`src/logic/csc_regs.vh`:
```
`ifndef CSC_REGS_VH
`define CSC_REGS_VH

// Register indexes
`define CSC_IDX_IDENT        8'h00
`define CSC_IDX_STATUS       8'h01
`define CSC_IDX_POWER        8'h02

// Power and reset control fields
`define CSC_PWR_OUT_EN       7
`define CSC_PWR_KEEP_ON_RST  6
`define CSC_PWR_AUTO_SW      5
`define CSC_PWR_VCC_ON       4
`define CSC_PWR_VPP_HI       1
`define CSC_PWR_VPP_LO       0
`define CSC_PWR_RESET        8'h00

// Interface status fields
`define CSC_ST_GPI           7
`define CSC_ST_POWER         6
`define CSC_ST_READY         5
`define CSC_ST_WP            4
`define CSC_ST_CD2           3
`define CSC_ST_CD1           2
`define CSC_ST_BVD2          1
`define CSC_ST_BVD1          0

// Identification fields
`define CSC_ID_TYPE_MSB      7
`define CSC_ID_TYPE_LSB      6
`define CSC_ID_REV_MSB       3
`define CSC_ID_REV_LSB       0

// Card request source select
`define CSC_REQ_NONE         2'h0
`define CSC_REQ_IOIS16       2'h1
`define CSC_REQ_SPKR         2'h2
`define CSC_REQ_INPACK       2'h3

// Supply select encodings
`define CSC_VPP_OFF_STATE    2'h0
`define CSC_VPP_BIT4_LOW     2'h2

// Synchronised pin vector positions
`define CSC_PIN_GPI          0
`define CSC_PIN_CD1_N        1
`define CSC_PIN_CD2_N        2
`define CSC_PIN_READY        3
`define CSC_PIN_WP_IOIS16_N  4
`define CSC_PIN_SPKR_N       5
`define CSC_PIN_INPACK_N     6
`define CSC_PIN_BVD1_STSCHG  7
`define CSC_PIN_BVD2         8
`define CSC_PIN_DACK_N       9
`define CSC_PIN_TC11_N       10
`define CSC_PIN_TC15_N       11
`define CSC_PIN_RESET_DRIVE  12
`define CSC_PIN_POWER_GOOD   13
`define CSC_PIN_COUNT        14

`endif

```
`src/logic/csc_slot_control.v`:
```
`timescale 1ns/1ps
`include "csc_regs.vh"

module csc_fifo #(
    parameter WIDTH = 16,
    parameter DEPTH = 32,
    parameter AW    = 5
) (
    input  wire             clk,
    input  wire             reset_n,
    input  wire [WIDTH-1:0] in_data,
    input  wire             in_valid,
    output reg              in_ready,
    output reg  [WIDTH-1:0] out_data,
    output reg              out_valid,
    input  wire             out_ready
);
    reg [WIDTH-1:0] mem [0:DEPTH-1];
    reg [AW-1:0]    wr_ptr;
    reg [AW-1:0]    rd_ptr;
    reg [AW:0]      count;
    reg [AW:0]      next_count;
    wire            push;
    wire            pop;

    assign push = in_valid && in_ready;
    // Refill output stage when empty or being drained
    assign pop  = (count != {(AW+1){1'b0}}) && (!out_valid || out_ready);

    always @*
    begin
        next_count = count;
        if (push && !pop)
            next_count = count + {{AW{1'b0}}, 1'b1};
        else if (pop && !push)
            next_count = count - {{AW{1'b0}}, 1'b1};
    end

    always @(posedge clk)
    begin
        if (push)
            mem[wr_ptr] <= in_data;
    end

    always @(posedge clk or negedge reset_n)
    begin
        if (!reset_n)
        begin
            wr_ptr    <= {AW{1'b0}};
            rd_ptr    <= {AW{1'b0}};
            count     <= {(AW+1){1'b0}};
            in_ready  <= 1'b0;
            out_valid <= 1'b0;
            out_data  <= {WIDTH{1'b0}};
        end
        else
        begin
            count    <= next_count;
            in_ready <= (next_count < DEPTH);
            if (push)
                wr_ptr <= wr_ptr + {{(AW-1){1'b0}}, 1'b1};
            if (pop)
            begin
                out_data  <= mem[rd_ptr];
                out_valid <= 1'b1;
                rd_ptr    <= rd_ptr + {{(AW-1){1'b0}}, 1'b1};
            end
            else if (out_ready)
                out_valid <= 1'b0;
        end
    end
endmodule // csc_fifo

module csc_slot_control #(
    parameter [1:0] CARD_TYPES = 2'h2,
    parameter [3:0] REVISION   = 4'h1,   // Arbitrary value
    parameter       DATA_WIDTH = 16,
    parameter       FIFO_DEPTH = 32,
    parameter       FIFO_AW    = 5
) (
    input  wire                  SYS_CLK,
    input  wire                  RESET_N,
    // Register port
    input  wire [7:0]            REG_INDEX,
    input  wire                  REG_WRITE,
    input  wire                  REG_READ,
    input  wire [7:0]            REG_WDATA,
    output reg  [7:0]            REG_RDATA,
    // Mode bits held in other register groups
    input  wire                  DMA_MODE_ENABLE,
    input  wire [1:0]            DMA_REQ_SELECT,
    input  wire                  TC_SELECT_IRQ15,
    input  wire                  IO_CARD,
    input  wire                  RING_INDICATE_ENABLE,
    input  wire                  WRITE_PROTECT_ENABLE,
    input  wire                  MIXED_VOLTAGE,
    input  wire                  WIDE_TRANSFER,
    input  wire                  DMA_CARD_READ,
    input  wire                  NORMAL_REG_N,
    // Asynchronous pins
    input  wire                  GENERAL_PURPOSE_INPUT,
    input  wire                  CD1_N,
    input  wire                  CD2_N,
    input  wire                  READY_IREQ,
    input  wire                  WP_IOIS16_N,
    input  wire                  SPKR_N,
    input  wire                  INPACK_N,
    input  wire                  BVD1_STSCHG,
    input  wire                  BVD2,
    input  wire                  IRQ9_IN,
    input  wire                  IRQ11_IN,
    input  wire                  IRQ15_IN,
    input  wire                  RESET_DRIVE,
    input  wire                  POWER_GOOD,
    // DMA pins and slot strobes
    output reg                   IRQ10_OUT,
    output reg                   IRQ10_OE_N,
    output reg                   CARD_OE_N,
    output reg                   CARD_WE_N,
    output reg                   CARD_REG_N,
    output reg                   SLOT_OUT_EN_N,
    output reg                   SPEAKER_OUT_N,
    output reg                   MEM_WRITE_BLOCK,
    // Supplies
    output reg                   LOW_SUPPLY_ENABLE_N,
    output reg                   HIGH_SUPPLY_ENABLE_N,
    output reg                   PROG_SUPPLY_SELECT_HI,
    output reg                   PROG_SUPPLY_SELECT_LO,
    // DMA data path, card to system
    input  wire [DATA_WIDTH-1:0] DMA_IN_DATA,
    input  wire                  DMA_IN_VALID,
    output wire                  DMA_IN_READY,
    output wire [DATA_WIDTH-1:0] DMA_OUT_DATA,
    output wire                  DMA_OUT_VALID,
    input  wire                  DMA_OUT_READY
);
    reg  [`CSC_PIN_COUNT-1:0] pin_meta;
    reg  [`CSC_PIN_COUNT-1:0] pin_sync;
    reg                       reset_drive_prev;
    reg  [7:0]                power_ctrl;
    reg                       card_req;
    reg                       fifo_ready;
    reg  [7:0]                status;
    reg                       tc_active;
    reg                       dack_active;
    reg                       vcc_n;
    reg  [1:0]                vpp;
    wire [`CSC_PIN_COUNT-1:0] pins_raw;
    wire                      reset_drive_fall;
    wire                      load_defaults;
    wire                      supply_allowed;
    wire [DATA_WIDTH-1:0]     sized_data;

    assign pins_raw = {POWER_GOOD, RESET_DRIVE, IRQ15_IN, IRQ11_IN, IRQ9_IN, BVD2, BVD1_STSCHG,
                       INPACK_N, SPKR_N, WP_IOIS16_N, READY_IREQ, CD2_N, CD1_N, GENERAL_PURPOSE_INPUT};

    always @(posedge SYS_CLK or negedge RESET_N)
    begin
        if (!RESET_N)
        begin
            pin_meta <= {`CSC_PIN_COUNT{1'b0}};
            pin_sync <= {`CSC_PIN_COUNT{1'b0}};
        end
        else
        begin
            pin_meta <= pins_raw;
            pin_sync <= pin_meta;
        end
    end

    assign reset_drive_fall = reset_drive_prev && !pin_sync[`CSC_PIN_RESET_DRIVE];
    // Resume reset kept off only with power good
    assign load_defaults = reset_drive_fall &&
        !(power_ctrl[`CSC_PWR_KEEP_ON_RST] && pin_sync[`CSC_PIN_POWER_GOOD]);

    always @(posedge SYS_CLK or negedge RESET_N)
    begin
        if (!RESET_N)
        begin
            reset_drive_prev <= 1'b0;
            power_ctrl       <= `CSC_PWR_RESET;
        end
        else
        begin
            reset_drive_prev <= pin_sync[`CSC_PIN_RESET_DRIVE];
            if (load_defaults)
                power_ctrl <= `CSC_PWR_RESET;
            else if (REG_WRITE && REG_INDEX == `CSC_IDX_POWER)
                power_ctrl <= REG_WDATA;
        end
    end

    // Card request source and terminal count
    always @*
    begin
        case (DMA_REQ_SELECT)
            `CSC_REQ_IOIS16: card_req = !pin_sync[`CSC_PIN_WP_IOIS16_N];
            `CSC_REQ_SPKR:   card_req = !pin_sync[`CSC_PIN_SPKR_N];
            `CSC_REQ_INPACK: card_req = !pin_sync[`CSC_PIN_INPACK_N];
            default:         card_req = 1'b0;
        endcase
        tc_active   = TC_SELECT_IRQ15 ? !pin_sync[`CSC_PIN_TC15_N] : !pin_sync[`CSC_PIN_TC11_N];
        dack_active = DMA_MODE_ENABLE && !pin_sync[`CSC_PIN_DACK_N];
    end

    // Supply decode
    assign supply_allowed = !power_ctrl[`CSC_PWR_AUTO_SW] ||
        (!pin_sync[`CSC_PIN_CD1_N] && !pin_sync[`CSC_PIN_CD2_N]);

    always @*
    begin
        if (!supply_allowed)
        begin
            vcc_n = 1'b1;
            vpp   = `CSC_VPP_OFF_STATE;
        end
        else if (power_ctrl[`CSC_PWR_VCC_ON])
        begin
            vcc_n = !MIXED_VOLTAGE;
            vpp   = power_ctrl[`CSC_PWR_VPP_HI:`CSC_PWR_VPP_LO];
        end
        else
        begin
            vcc_n = 1'b1;
            vpp   = `CSC_VPP_BIT4_LOW;
        end
    end

    // True when DMA mode has redefined this request source
    function src_selected;
        input       mode;
        input [1:0] sel;
        input [1:0] code;
        begin
            src_selected = mode && (sel == code);
        end
    endfunction

    // Interface status
    always @*
    begin
        status = 8'h00;
        status[`CSC_ST_GPI]   = !pin_sync[`CSC_PIN_GPI];
        status[`CSC_ST_POWER] = !LOW_SUPPLY_ENABLE_N || !HIGH_SUPPLY_ENABLE_N;
        status[`CSC_ST_READY] = pin_sync[`CSC_PIN_READY];
        if (src_selected(DMA_MODE_ENABLE, DMA_REQ_SELECT, `CSC_REQ_IOIS16))
            status[`CSC_ST_WP] = !pin_sync[`CSC_PIN_WP_IOIS16_N];
        else
            status[`CSC_ST_WP] = pin_sync[`CSC_PIN_WP_IOIS16_N];
        status[`CSC_ST_CD2] = !pin_sync[`CSC_PIN_CD2_N];
        status[`CSC_ST_CD1] = !pin_sync[`CSC_PIN_CD1_N];
        if (!IO_CARD)
        begin
            status[`CSC_ST_BVD2] = pin_sync[`CSC_PIN_BVD2];
            status[`CSC_ST_BVD1] = pin_sync[`CSC_PIN_BVD1_STSCHG];
        end
        else if (!RING_INDICATE_ENABLE)
            status[`CSC_ST_BVD1] = pin_sync[`CSC_PIN_BVD1_STSCHG];
    end

    // Register read data
    always @(posedge SYS_CLK or negedge RESET_N)
    begin
        if (!RESET_N)
        begin
            REG_RDATA <= 8'h00;
        end
        else
        begin
            if (REG_READ)
            begin
                case (REG_INDEX)
                    `CSC_IDX_IDENT:  REG_RDATA <= {CARD_TYPES, 2'h0, REVISION};
                    `CSC_IDX_STATUS: REG_RDATA <= status;
                    `CSC_IDX_POWER:  REG_RDATA <= power_ctrl;
                    default:         REG_RDATA <= 8'h00;
                endcase
            end
        end
    end

    // DMA pin redefinitions and slot strobes
    always @(posedge SYS_CLK or negedge RESET_N)
    begin
        if (!RESET_N)
        begin
            IRQ10_OUT       <= 1'b0;
            IRQ10_OE_N      <= 1'b1;
            CARD_OE_N       <= 1'b1;
            CARD_WE_N       <= 1'b1;
            CARD_REG_N      <= 1'b1;
            SLOT_OUT_EN_N   <= 1'b1;
            SPEAKER_OUT_N   <= 1'b1;
            MEM_WRITE_BLOCK <= 1'b0;
            fifo_ready      <= 1'b0;
        end
        else
        begin
            fifo_ready <= DMA_IN_READY;
            // Request withheld while the buffer is full
            IRQ10_OUT  <= DMA_MODE_ENABLE && card_req && fifo_ready;
            IRQ10_OE_N <= !DMA_MODE_ENABLE;
            CARD_OE_N  <= !(dack_active && tc_active && DMA_CARD_READ);
            CARD_WE_N  <= !(dack_active && tc_active && !DMA_CARD_READ);
            CARD_REG_N <= DMA_MODE_ENABLE ? 1'b1 : NORMAL_REG_N;
            SLOT_OUT_EN_N <= !power_ctrl[`CSC_PWR_OUT_EN];
            SPEAKER_OUT_N <= src_selected(DMA_MODE_ENABLE, DMA_REQ_SELECT, `CSC_REQ_SPKR) ?
                             1'b1 : pin_sync[`CSC_PIN_SPKR_N];
            MEM_WRITE_BLOCK <= WRITE_PROTECT_ENABLE && pin_sync[`CSC_PIN_WP_IOIS16_N];
        end
    end

    // Supply enables and programming selects
    always @(posedge SYS_CLK or negedge RESET_N)
    begin
        if (!RESET_N)
        begin
            LOW_SUPPLY_ENABLE_N   <= 1'b1;
            HIGH_SUPPLY_ENABLE_N  <= 1'b1;
            PROG_SUPPLY_SELECT_HI <= 1'b0;
            PROG_SUPPLY_SELECT_LO <= 1'b0;
        end
        else
        begin
            LOW_SUPPLY_ENABLE_N   <= vcc_n;
            HIGH_SUPPLY_ENABLE_N  <= vcc_n;
            PROG_SUPPLY_SELECT_HI <= vpp[1];
            PROG_SUPPLY_SELECT_LO <= vpp[0];
        end
    end

    // Narrow transfers carry the low byte only
    assign sized_data = WIDE_TRANSFER ? DMA_IN_DATA :
                        {{(DATA_WIDTH-8){1'b0}}, DMA_IN_DATA[7:0]};

    csc_fifo #(
        .WIDTH (DATA_WIDTH),
        .DEPTH (FIFO_DEPTH),
        .AW    (FIFO_AW)
    ) u_fifo (
        .clk       (SYS_CLK),
        .reset_n   (RESET_N),
        .in_data   (sized_data),
        .in_valid  (DMA_IN_VALID),
        .in_ready  (DMA_IN_READY),
        .out_data  (DMA_OUT_DATA),
        .out_valid (DMA_OUT_VALID),
        .out_ready (DMA_OUT_READY)
    );
endmodule // csc_slot_control

```
`config.mk`:
```
export PLATFORM = sky130hd
export DESIGN_NAME = csc_slot_control
export DESIGN_NICKNAME = d
export VERILOG_FILES = /design/src/logic/csc_slot_control.v
export VERILOG_INCLUDE_DIRS = /design/src /design/src/logic
export SDC_FILE = /design/constraint.sdc
export NUM_CORES = 1
export LEC_CHECK = 0
export BUFFER_PORTS_ARGS = -buffer_cell sky130_fd_sc_hd__buf_4
export CORE_ASPECT_RATIO = 0.6
export CORE_UTILIZATION = 40
export DETAILED_ROUTE_END_ITERATION = 8
export PLACE_DENSITY_LB_ADDON = 0.05
export SYNTH_ARGS = -nofsm -noshare
export SYNTH_HDL_FRONTEND = slang
export SYNTH_SLANG_ARGS = --single-unit
```
`constraint.sdc`:
```
create_clock -name SYS_CLK -period 2.65 [get_ports SYS_CLK]
set_input_delay 0.53 -clock SYS_CLK [delete_from_list [all_inputs] [get_ports SYS_CLK]]
set_output_delay 0.53 -clock SYS_CLK [all_outputs]
set_load 0.1 [all_outputs]
```
# == Word-level counts from Yosys, hierarchy flattened ==
# Memory sizes are Yosys's and may differ from the RTL's. A register that Yosys moved wholly into a read port is not among the register bits.
# Cells that the tools add are included.
# word_totals
inputBits,63
n_memories,1
ramBits,512
regBits,75
elab_cells,102
# classes
mux,22
n_addsub,4
eq_ne,5
order_cmp,1
reduce_logical,47
# memory_table
memory,depth,width,read_ports,rd_clocked_by_memory_dff,wr,line,rtl
u_fifo.mem,32,16,1,1,1,csc_slot_control.v:18,reg [WIDTH-1:0] mem [0:DEPTH-1];
# ops
operator,n
$pmux W8 S3,1
$logic_not A1 Y1,23
$logic_and A1 B1 Y1,18
$mux W16,1
$mux W8,2
$mux W1,13
$mux W6,2
$add A5 B1 Y5 const B,2
$eq A8 B1 Y1 const B,1
$eq A8 B2 Y1 const B,1
$logic_not A8 Y1,1
$add A6 B1 Y6 const B,1
$lt A6 B6 Y1 const B,1
$reduce_bool A6 Y1,1
$sub A6 B1 Y6 const B,1
$eq A2 B2 Y1 const B,2
$mux W2,2
$reduce_bool A2 Y1,2
$pmux W1 S3,1
$eq A2 B1 Y1 const B,1
$logic_or A1 B1 Y1,2

# == Depth between registers and ports, before layout ==
# Gate-level depths: netlist of run 1.
# depth
ltp_word,7
ltp_mapped,11

# == Modules after synthesis ==
# A second synthesis of run 1 with hierarchy kept.
# hier_totals
hier_cells,1219
area_unflattened_um2,23445.0
# modules_own_cells
mod,area_each_um2,seq_area_each_um2,instances,cells_each
csc_fifo,21429.3,16225.6,1,1070
csc_slot_control,2015.7,1435.1,1,149

# == Worst setup path before layout of run 1 ==
# OpenSTA, ideal clock, no wires.
# synth_timing
kind,register -> register
start,register u_fifo.in_ready
end,"memory u_fifo.mem[31][0], enable pin"
synth_period_minus_slack_ns,2.658
arrival_time_ns,2.269
path_slack_ns,-0.008
required_ns,2.262
path_stages_with_launch,6
n_path_buf,1
cell_sequence,dfrtp_1 > nand2_1 > clkinv_1 > nand2_1 > clkbuf_1 > nor2_1
# synth_between
elab_chain_len,3
# synth_rtl
item,line,rtl
"start, declared",csc_slot_control.v:13,"output reg in_ready,"
"start signal, assigned",csc_slot_control.v:59,in_ready <= (next_count < DEPTH);
$logic_and A1 B1 Y1,csc_slot_control.v:26,assign push = in_valid && in_ready;
via u_fifo.push,csc_slot_control.v:23,wire push;
$mux W1,csc_slot_control.v:41,if (push)
$mux W1 (not written as such),csc_slot_control.v:42,mem[wr_ptr] <= in_data;
"end, declared",csc_slot_control.v:18,
# The timed path passes the listed nets, and every way through them passes these cells.

==> impl_metrics.py, run 1 <==
metrics = {
    "timing": {
        "fmax_mhz": 385,
        "rsz0062_at_grt": "no",
        "setup_viol": 0,
        "skew_ns": 0.0207,
        "hold_viol_final": 0,
        "worst_pin_slew_ns": 1.04,
        "holdWs_ns": 0.0370,
        "fin_crit_ns": 2.60,
        "finalMaxSlewViolations": 0,
        "slew_headroom_pct": 30.6,
        "finalCritPeriodShare_pct": 98.0,
    },
    "yosys": {
        "netlist_area_um2": 23400,
        "synth_simple_gate_area_share_pct": 3.53,
        "synth-edff-count": 512,
        "synth_compound_area_share_pct": 5.51,
        "yosys.area.top_type_share_pct": 65.7,
        "synth_fa_ha_area_share_pct": 0.535,
        "avgSynthCellArea_um2": 18.6,
        "synth-seq-area-share_pct": 75.4,
        "synth_fp_nets": 1333,
        "synthArstFlopShare_pct": 15.1,
        "yosysWarnings": 0,
        "synth-xor-area-share_pct": 0.374,
        "synth_top_family_by_area": "multiplexers",
        "synth-seq-cells": 603,
        "synthFlopType": "edfxtp_1",
        "yosys-top-cells-area": "edfxtp_1 66%, dfrtp_1 9.0%, mux4_2 6.2%",
        "synth_cell_types": 63,
        "netlist_instances": 1260,
        "synthMuxAreaShare_pct": 12.7,
        "synth_top_area_cell": "edfxtp_1",
    },
    "placement": {
        "place_inst": 2182,
        "globalplace.congestion": 0.796,
        "placed_area_um2": 25900,
        "hpwl_um": 39300,
        "io_buffers": 100,
    },
    "setup_path": {
        "crit_chain": "buf_4, mux2i_1, o22ai_1, a2111oi_1, buf_4, o211ai_1, o221a_2",
        "path_max_fanout": 18,
        "endpoint": "u_fifo.out_data[12]",
        "worst_path_most_repeated_cell": "buf_4",
        "worstPathRequired_ns": 3.14,
        "setup.worst_path.start": "u_fifo.rd_ptr[0]",
        "arrival_ns": 3.09,
        "critical_path.slowest_cell": "dfrtp_4",
        "critical_path_class": "flip-flop to flip-flop",
        "reg2reg_depth": 7,
        "worstSetupStartpointType": "flip-flop",
        "worstSetupEndpointType": "flip-flop",
        "cpPeakStageDelay_ns": 0.66,
        "regToRegSetupSlack_ns": 0.05,
        "reg2reg_to": "u_fifo.out_data[12]",
        "timing.rr.start": "u_fifo.rd_ptr[0]",
    },
    "grt": {
        "grt_max_degree": 71,
        "gr-usage-met2_pct": 27.5,
        "grt_pass1_vias": 12300,
        "use_met1_pct": 35.1,
        "grt_pass1_wl_um": 89900,
        "grt_use_total_pct": 21.4,
        "gr-total-overflow": 0,
        "antenna_found_initial": 0,
        "grt_use_met3_pct": 6.28,
        "busiest_layer": "met1",
    },
    "power_and_ir_drop": {
        "power_density_nw_per_um2": 1070,
        "worst_ir_drop_vdd_v": 0.000615,
        "leakagePower_nw": 9.68,
        "power.total_mw": 29.8,
    },
    "drt": {
        "vias_per_cell": 5.42,
        "drt_iter0_markers": 1116,
        "drc_errors": 0,
        "wire_per_inst_um": 27.4,
        "antenna_left": 0,
        "vias": 12400,
        "routed_wl_um": 62800,
        "firstDrtPassIters": 4,
    },
    "final_layout": {
        "drive_gt1_share_pct": 30.5,
        "fill_cells": 4916,
        "area_growth_syn_to_layout_pct": 18.4,
        "final_util_pct": 48.0,
        "nNetsFinal": 1545,
        "design_area_um2": 27700,
        "layout.cells.non_filler": 2288,
    },
    "clock_network": {
        "insertion_delay_ns": 0.60,
        "cts_tree": "built",
        "clk_path_buf_depth": 3,
        "clk_pin_slew_ns": 0.06,
        "htree_num_levels": 2,
        "cts-root-buf": "clkbuf_16",
        "post_cts_buffers": 0,
        "cts_sinks": 603,
        "cts_made_buffers": 57,
    },
    "floorplanning": {
        "core.rowCount": 68,
        "coreArea_um2": 57700,
        "start_util_pct": 40.6,
        "fp.dieW_um": 314,
        "die_h_um": 189,
        "ios": 101,
        "dieArea_um2": 59500,
    },
    "min_path": {
        "min_path_type": "input port to flip-flop",
        "worstHoldStart": "WP_IOIS16_N",
    },
    "flow_run": {
        "maxCapViolCount": 0,
    },
    "status": {
        "run_status": "finished, final reports clean",
    },
}
==> cell type report <==
cell class,instances,area (um2),share of cell area [%]
antenna,1,2.50,0.00903
multi-input combinational,568,5380,19.4
sequential,603,17700,63.8
timing repair buffer,220,1780,6.43
clock buffer,77,1590,5.75
inverter,22,82.6,0.298
clock inverter,27,233,0.840
tap,770,963,3.48
==> repair_timing <==
action,CTS,global route
hold buffers,1,0
cloned,0,0
endpoints found under the setup margin,1,4
gates resized for setup,1,4
endpoints found under the hold margin,25,0
==> power breakdown <==
| part | switching, mW | internal (mW) |
|---|---|---|
| logic | 6.11 | 3.89 |
| registers | 0.592 | 11.1 |
| clock network | 3.51 | 4.58 |
==> critical path: cells and delay by family (launching register included) <==
family | cells | cell delay, ns
AO/OA/AOI/OAI | 4 | 1.16
buffers and inverters | 2 | 0.43
multiplexers | 1 | 0.22
flip-flops | 1 | 0.66
==> metal layers <==
metal	part of all wire, %	up-vias
met5	0	-
met4	1.4	0
met3	8.0	81
met2	39	336
met1	52	6532
li1	-	5459
==> Yosys cell counts (2+ instances only) <==
cell,instances
buf_1,3
a21o_1,2
nand4_1,5
inv_1,21
a22oi_1,16
nor3_1,8
nand3b_1,6
nand3_1,10
dfrtp_1,84
buf_6,5
dfstp_2,7
buf_4,9
buf_2,29
nand2_1,20
nor2_1,73
and2_1,10
o22ai_1,32
or3b_2,2
edfxtp_1,512
a2111oi_1,6
o221a_2,15
mux2_2,33
a21oi_1,22
a2111oi_0,10
or2_2,2
ha_1,10
o211ai_1,31
mux4_2,64
a22o_1,9
mux2i_1,115
o21ai_0,19
nand2b_1,5
or3_1,3
nor2b_1,5
clkbuf_1,19
a211oi_1,3
xnor2_1,8
xor2_1,2
==> per-stage QoR <==
step	TNS (ns)	setup slack (ns)
global placement	-0.159	-0.0851
floorplan	-0.847	-0.00758
CTS	0	0.00895
global route	0	0.00128
finish	0	0.0529
detailed placement	-0.0529	-0.0529
==> sequential cells by signal, indices dropped and copies added, names as in the netlist, named ones only <==
register	count
u_fifo.mem	512
u_fifo.out_data	16
pin_meta	14
pin_sync	14
REG_RDATA	8
power_ctrl	8
u_fifo.count	5
u_fifo.rd_ptr	5
u_fifo.wr_ptr	5
CARD_OE_N	1
CARD_REG_N	1
CARD_WE_N	1
HIGH_SUPPLY_ENABLE_N	1
IRQ10_OE_N	1
IRQ10_OUT	1
MEM_WRITE_BLOCK	1
PROG_SUPPLY_SELECT_HI	1
PROG_SUPPLY_SELECT_LO	1
SLOT_OUT_EN_N	1
SPEAKER_OUT_N	1
fifo_ready	1
reset_drive_prev	1
u_fifo.in_ready	1
u_fifo.out_valid	1
==> how the worst min path moves through the flow <==
stage / to / cells past startpoint
after floorplan: IRQ10_OUT / 0
after global placement: pin_sync[6] / 0
after detailed placement: pin_sync[6] / 0
after CTS: pin_meta[3] / 1
after global routing: pin_meta[5] / 1
final: pin_meta[4] / 1
==> kinds of logic after synthesis <==
family	count (synthesis)
mux	212
xor+xnor	10
compound gates	174
buf+inv	89
fa+ha+maj	10
simple gates	162
flops	603
==> layout by cell type, fill, tap and decap left out, types with 12 or more instances in the layout <==
cell	netlist	routed
a2111oi_1	6	12
a21oi_1	22	22
a22oi_1	16	16
buf_4	9	208
clkbuf_1	19	12
clkbuf_16	0	58
clkinv_2	0	14
dfrtp_1	84	80
edfxtp_1	512	512
inv_1	21	21
mux2_2	33	33
mux2i_1	115	114
mux4_2	64	64
nand2_1	20	20
nor2_1	73	57
nor2_2	0	16
o211ai_1	31	31
o21ai_0	19	19
o221a_2	15	15
o22ai_1	32	32
(Power assumes the default switching activity.)
==> run 2: changes to the inputs <==
Settings changed: CORE_UTILIZATION 40 to 50, REMOVE_ABC_BUFFERS set to 1.
==> run 2 against run 1 <==
Net effect: hold slack gained 0.010 ns; non-clock buffer count shrank 36; clock power decreased by 4.3%; combinational power decreased by 11%; maximum frequency increased by 4.3%; routed wire length is 14% lower; worst setup slack better by 0.11 ns; clock skew decreased by 0.0017 ns; global-route usage rose by 1.8 points; critical path type unchanged; largest cell class unchanged.
==> impl_metrics.py, run 2 (synthesis gave the netlist of run 1 again) <==
metrics = {
    "clock_network": {
        "cts_made_buffers": 54,
        "post_cts_buffers": 0,
        "clk_path_buf_depth": 3,
        "cts_sinks": 603,
        "insertion_delay_ns": 0.59,
        "htree_num_levels": 2,
        "cts-root-buf": "clkbuf_16",
        "cts_tree": "built",
        "clk_pin_slew_ns": 0.07,
    },
    "drt": {
        "vias": 12200,
        "vias_per_cell": 5.82,
        "routed_wl_um": 53900,
        "antenna_left": 0,
        "drt_iter0_markers": 1228,
        "drc_errors": 0,
        "firstDrtPassIters": 8,
        "wire_per_inst_um": 25.7,
    },
    "final_layout": {
        "area_growth_syn_to_layout_pct": 15.7,
        "final_util_pct": 59.5,
        "largest-register": "u_fifo.mem",
        "mostFrequentLayoutCell": "edfxtp_1",
        "nNetsFinal": 1506,
        "n_antenna_cell": 0,
        "reg_top3": "u_fifo.mem x512, u_fifo.out_data x16",
        "layout_common_cells": "512 x edfxtp_1, 177 x buf_4, 115 x mux2i_1, 81 x dfrtp_1, 64 x mux4_2",
        "design_area_um2": 27100,
        "largest_reg_flops": 512,
        "layout.cells.non_filler": 2098,
        "drive_gt1_share_pct": 28.6,
    },
    "grt": {
        "gr-total-overflow": 0,
        "grt_pass1_wl_um": 79500,
        "grt_pass1_vias": 11900,
        "grt_max_degree": 54,
        "antenna_found_initial": 0,
        "grt_use_total_pct": 23.1,
    },
    "placement": {
        "hpwl_um": 33700,
        "dp_slack_ns": -0.160,
        "io_buffers": 100,
        "place_inst": 1996,
        "placed_area_um2": 25300,
        "globalplace.congestion": 0.789,
    },
    "setup_path": {
        "crit_chain": "buf_4, buf_4, mux2_2, a2111oi_2, o211ai_1, o221a_2",
        "worst_path_most_repeated_cell": "buf_4",
        "critical_path_class": "flip-flop to flip-flop",
        "critical_path.slowest_cell": "a2111oi_2",
        "worstPathRequired_ns": 3.13,
        "cpPeakStageDelay_ns": 0.51,
        "worstSetupEndpointType": "flip-flop",
        "reg2reg_depth": 6,
        "path_max_fanout": 14,
        "arrival_ns": 2.97,
        "worstSetupStartpointType": "flip-flop",
    },
    "timing": {
        "hold_viol_final": 0,
        "fin_crit_ns": 2.49,
        "skew_ns": 0.0190,
        "slew_headroom_pct": 17.7,
        "setup_ws_ns": 0.160,
        "finalMaxSlewViolations": 0,
        "holdWs_ns": 0.0472,
        "fmax_mhz": 402,
        "setup_viol": 0,
        "worst_pin_slew_ns": 1.24,
        "rsz0062_at_grt": "no",
        "finalCritPeriodShare_pct": 93.9,
        "tns_ns": 0,
    },
    "power_and_ir_drop": {
        "power.total_mw": 28.2,
        "power_density_nw_per_um2": 1040,
        "worst_ir_drop_vdd_v": 0.000662,
        "leakagePower_nw": 9.45,
    },
    "floorplanning": {
        "die_h_um": 170,
        "dieArea_um2": 47700,
        "coreArea_um2": 45500,
        "ios": 101,
        "core.rowCount": 60,
        "start_util_pct": 51.5,
        "fp.dieW_um": 281,
    },
    "flow_run": {
        "maxCapViolCount": 0,
    },
    "status": {
        "run_status": "finished, final reports clean",
    },
    "min_path": {
        "min_path_type": "input port to flip-flop",
        "hold_depth": 1,
    },
}
## run 2: critical path, delay by kind of cell (launching register included)
family / cells / cell delay, ns
buffers and inverters: 2 / 0.59
AO/OA/AOI/OAI: 3 / 0.91
flip-flops: 1 / 0.49
multiplexers: 1 / 0.38
## run 2: where the power goes
group / switching [mW] / leakage, nW / internal [mW]
logic: 5.42 / 2.84 / 3.48
registers: 0.455 / 5.73 / 11.1
clock network: 3.40 / 0.879 / 4.34
## run 2: layout make-up
class	count	area, um2
Timing Repair Buffer	184	1460
Fill cell	3446	18400
Tap cell	620	776
Clock buffer	71	1530
Inverter	22	82.6
Clock inverter	30	220
Multi-Input combinational cell	568	5350
Sequential cell	603	17700
## run 2: repair_timing
item,CTS,global route
endpoints found under the hold margin,22,0
gates resized for setup,2,1
hold buffers,1,0
endpoints found under the setup margin,1,1
## run 2: worst paths after layout
path,startpoint,end,slack [ns]
worst min register to register,pin_meta[4],pin_sync[4],0.34
worst min-delay path,GENERAL_PURPOSE_INPUT,pin_meta[0],0.05
worst max-delay path,u_fifo.rd_ptr[1],u_fifo.out_data[11],0.16
min in group asynchronous,RESET_N,u_fifo.out_data[9],0.44
worst max register to register,u_fifo.rd_ptr[1],u_fifo.out_data[11],0.16
max in group asynchronous,RESET_N,HIGH_SUPPLY_ENABLE_N,1.49
## run 2: per-layer routing
layer | part of all wire [%] | global-route usage (%) | up-vias | routed length, um
met1 | 51 | 38.9 | 6418 | 27300
met4 | 1.1 | 3.95 | 0 | 605
met2 | 42 | 31.7 | 355 | 22600
li1 | - | - | 5386 | -
met3 | 6.3 | 3.90 | 58 | 3420
met5 | 0 | 0 | - | 0
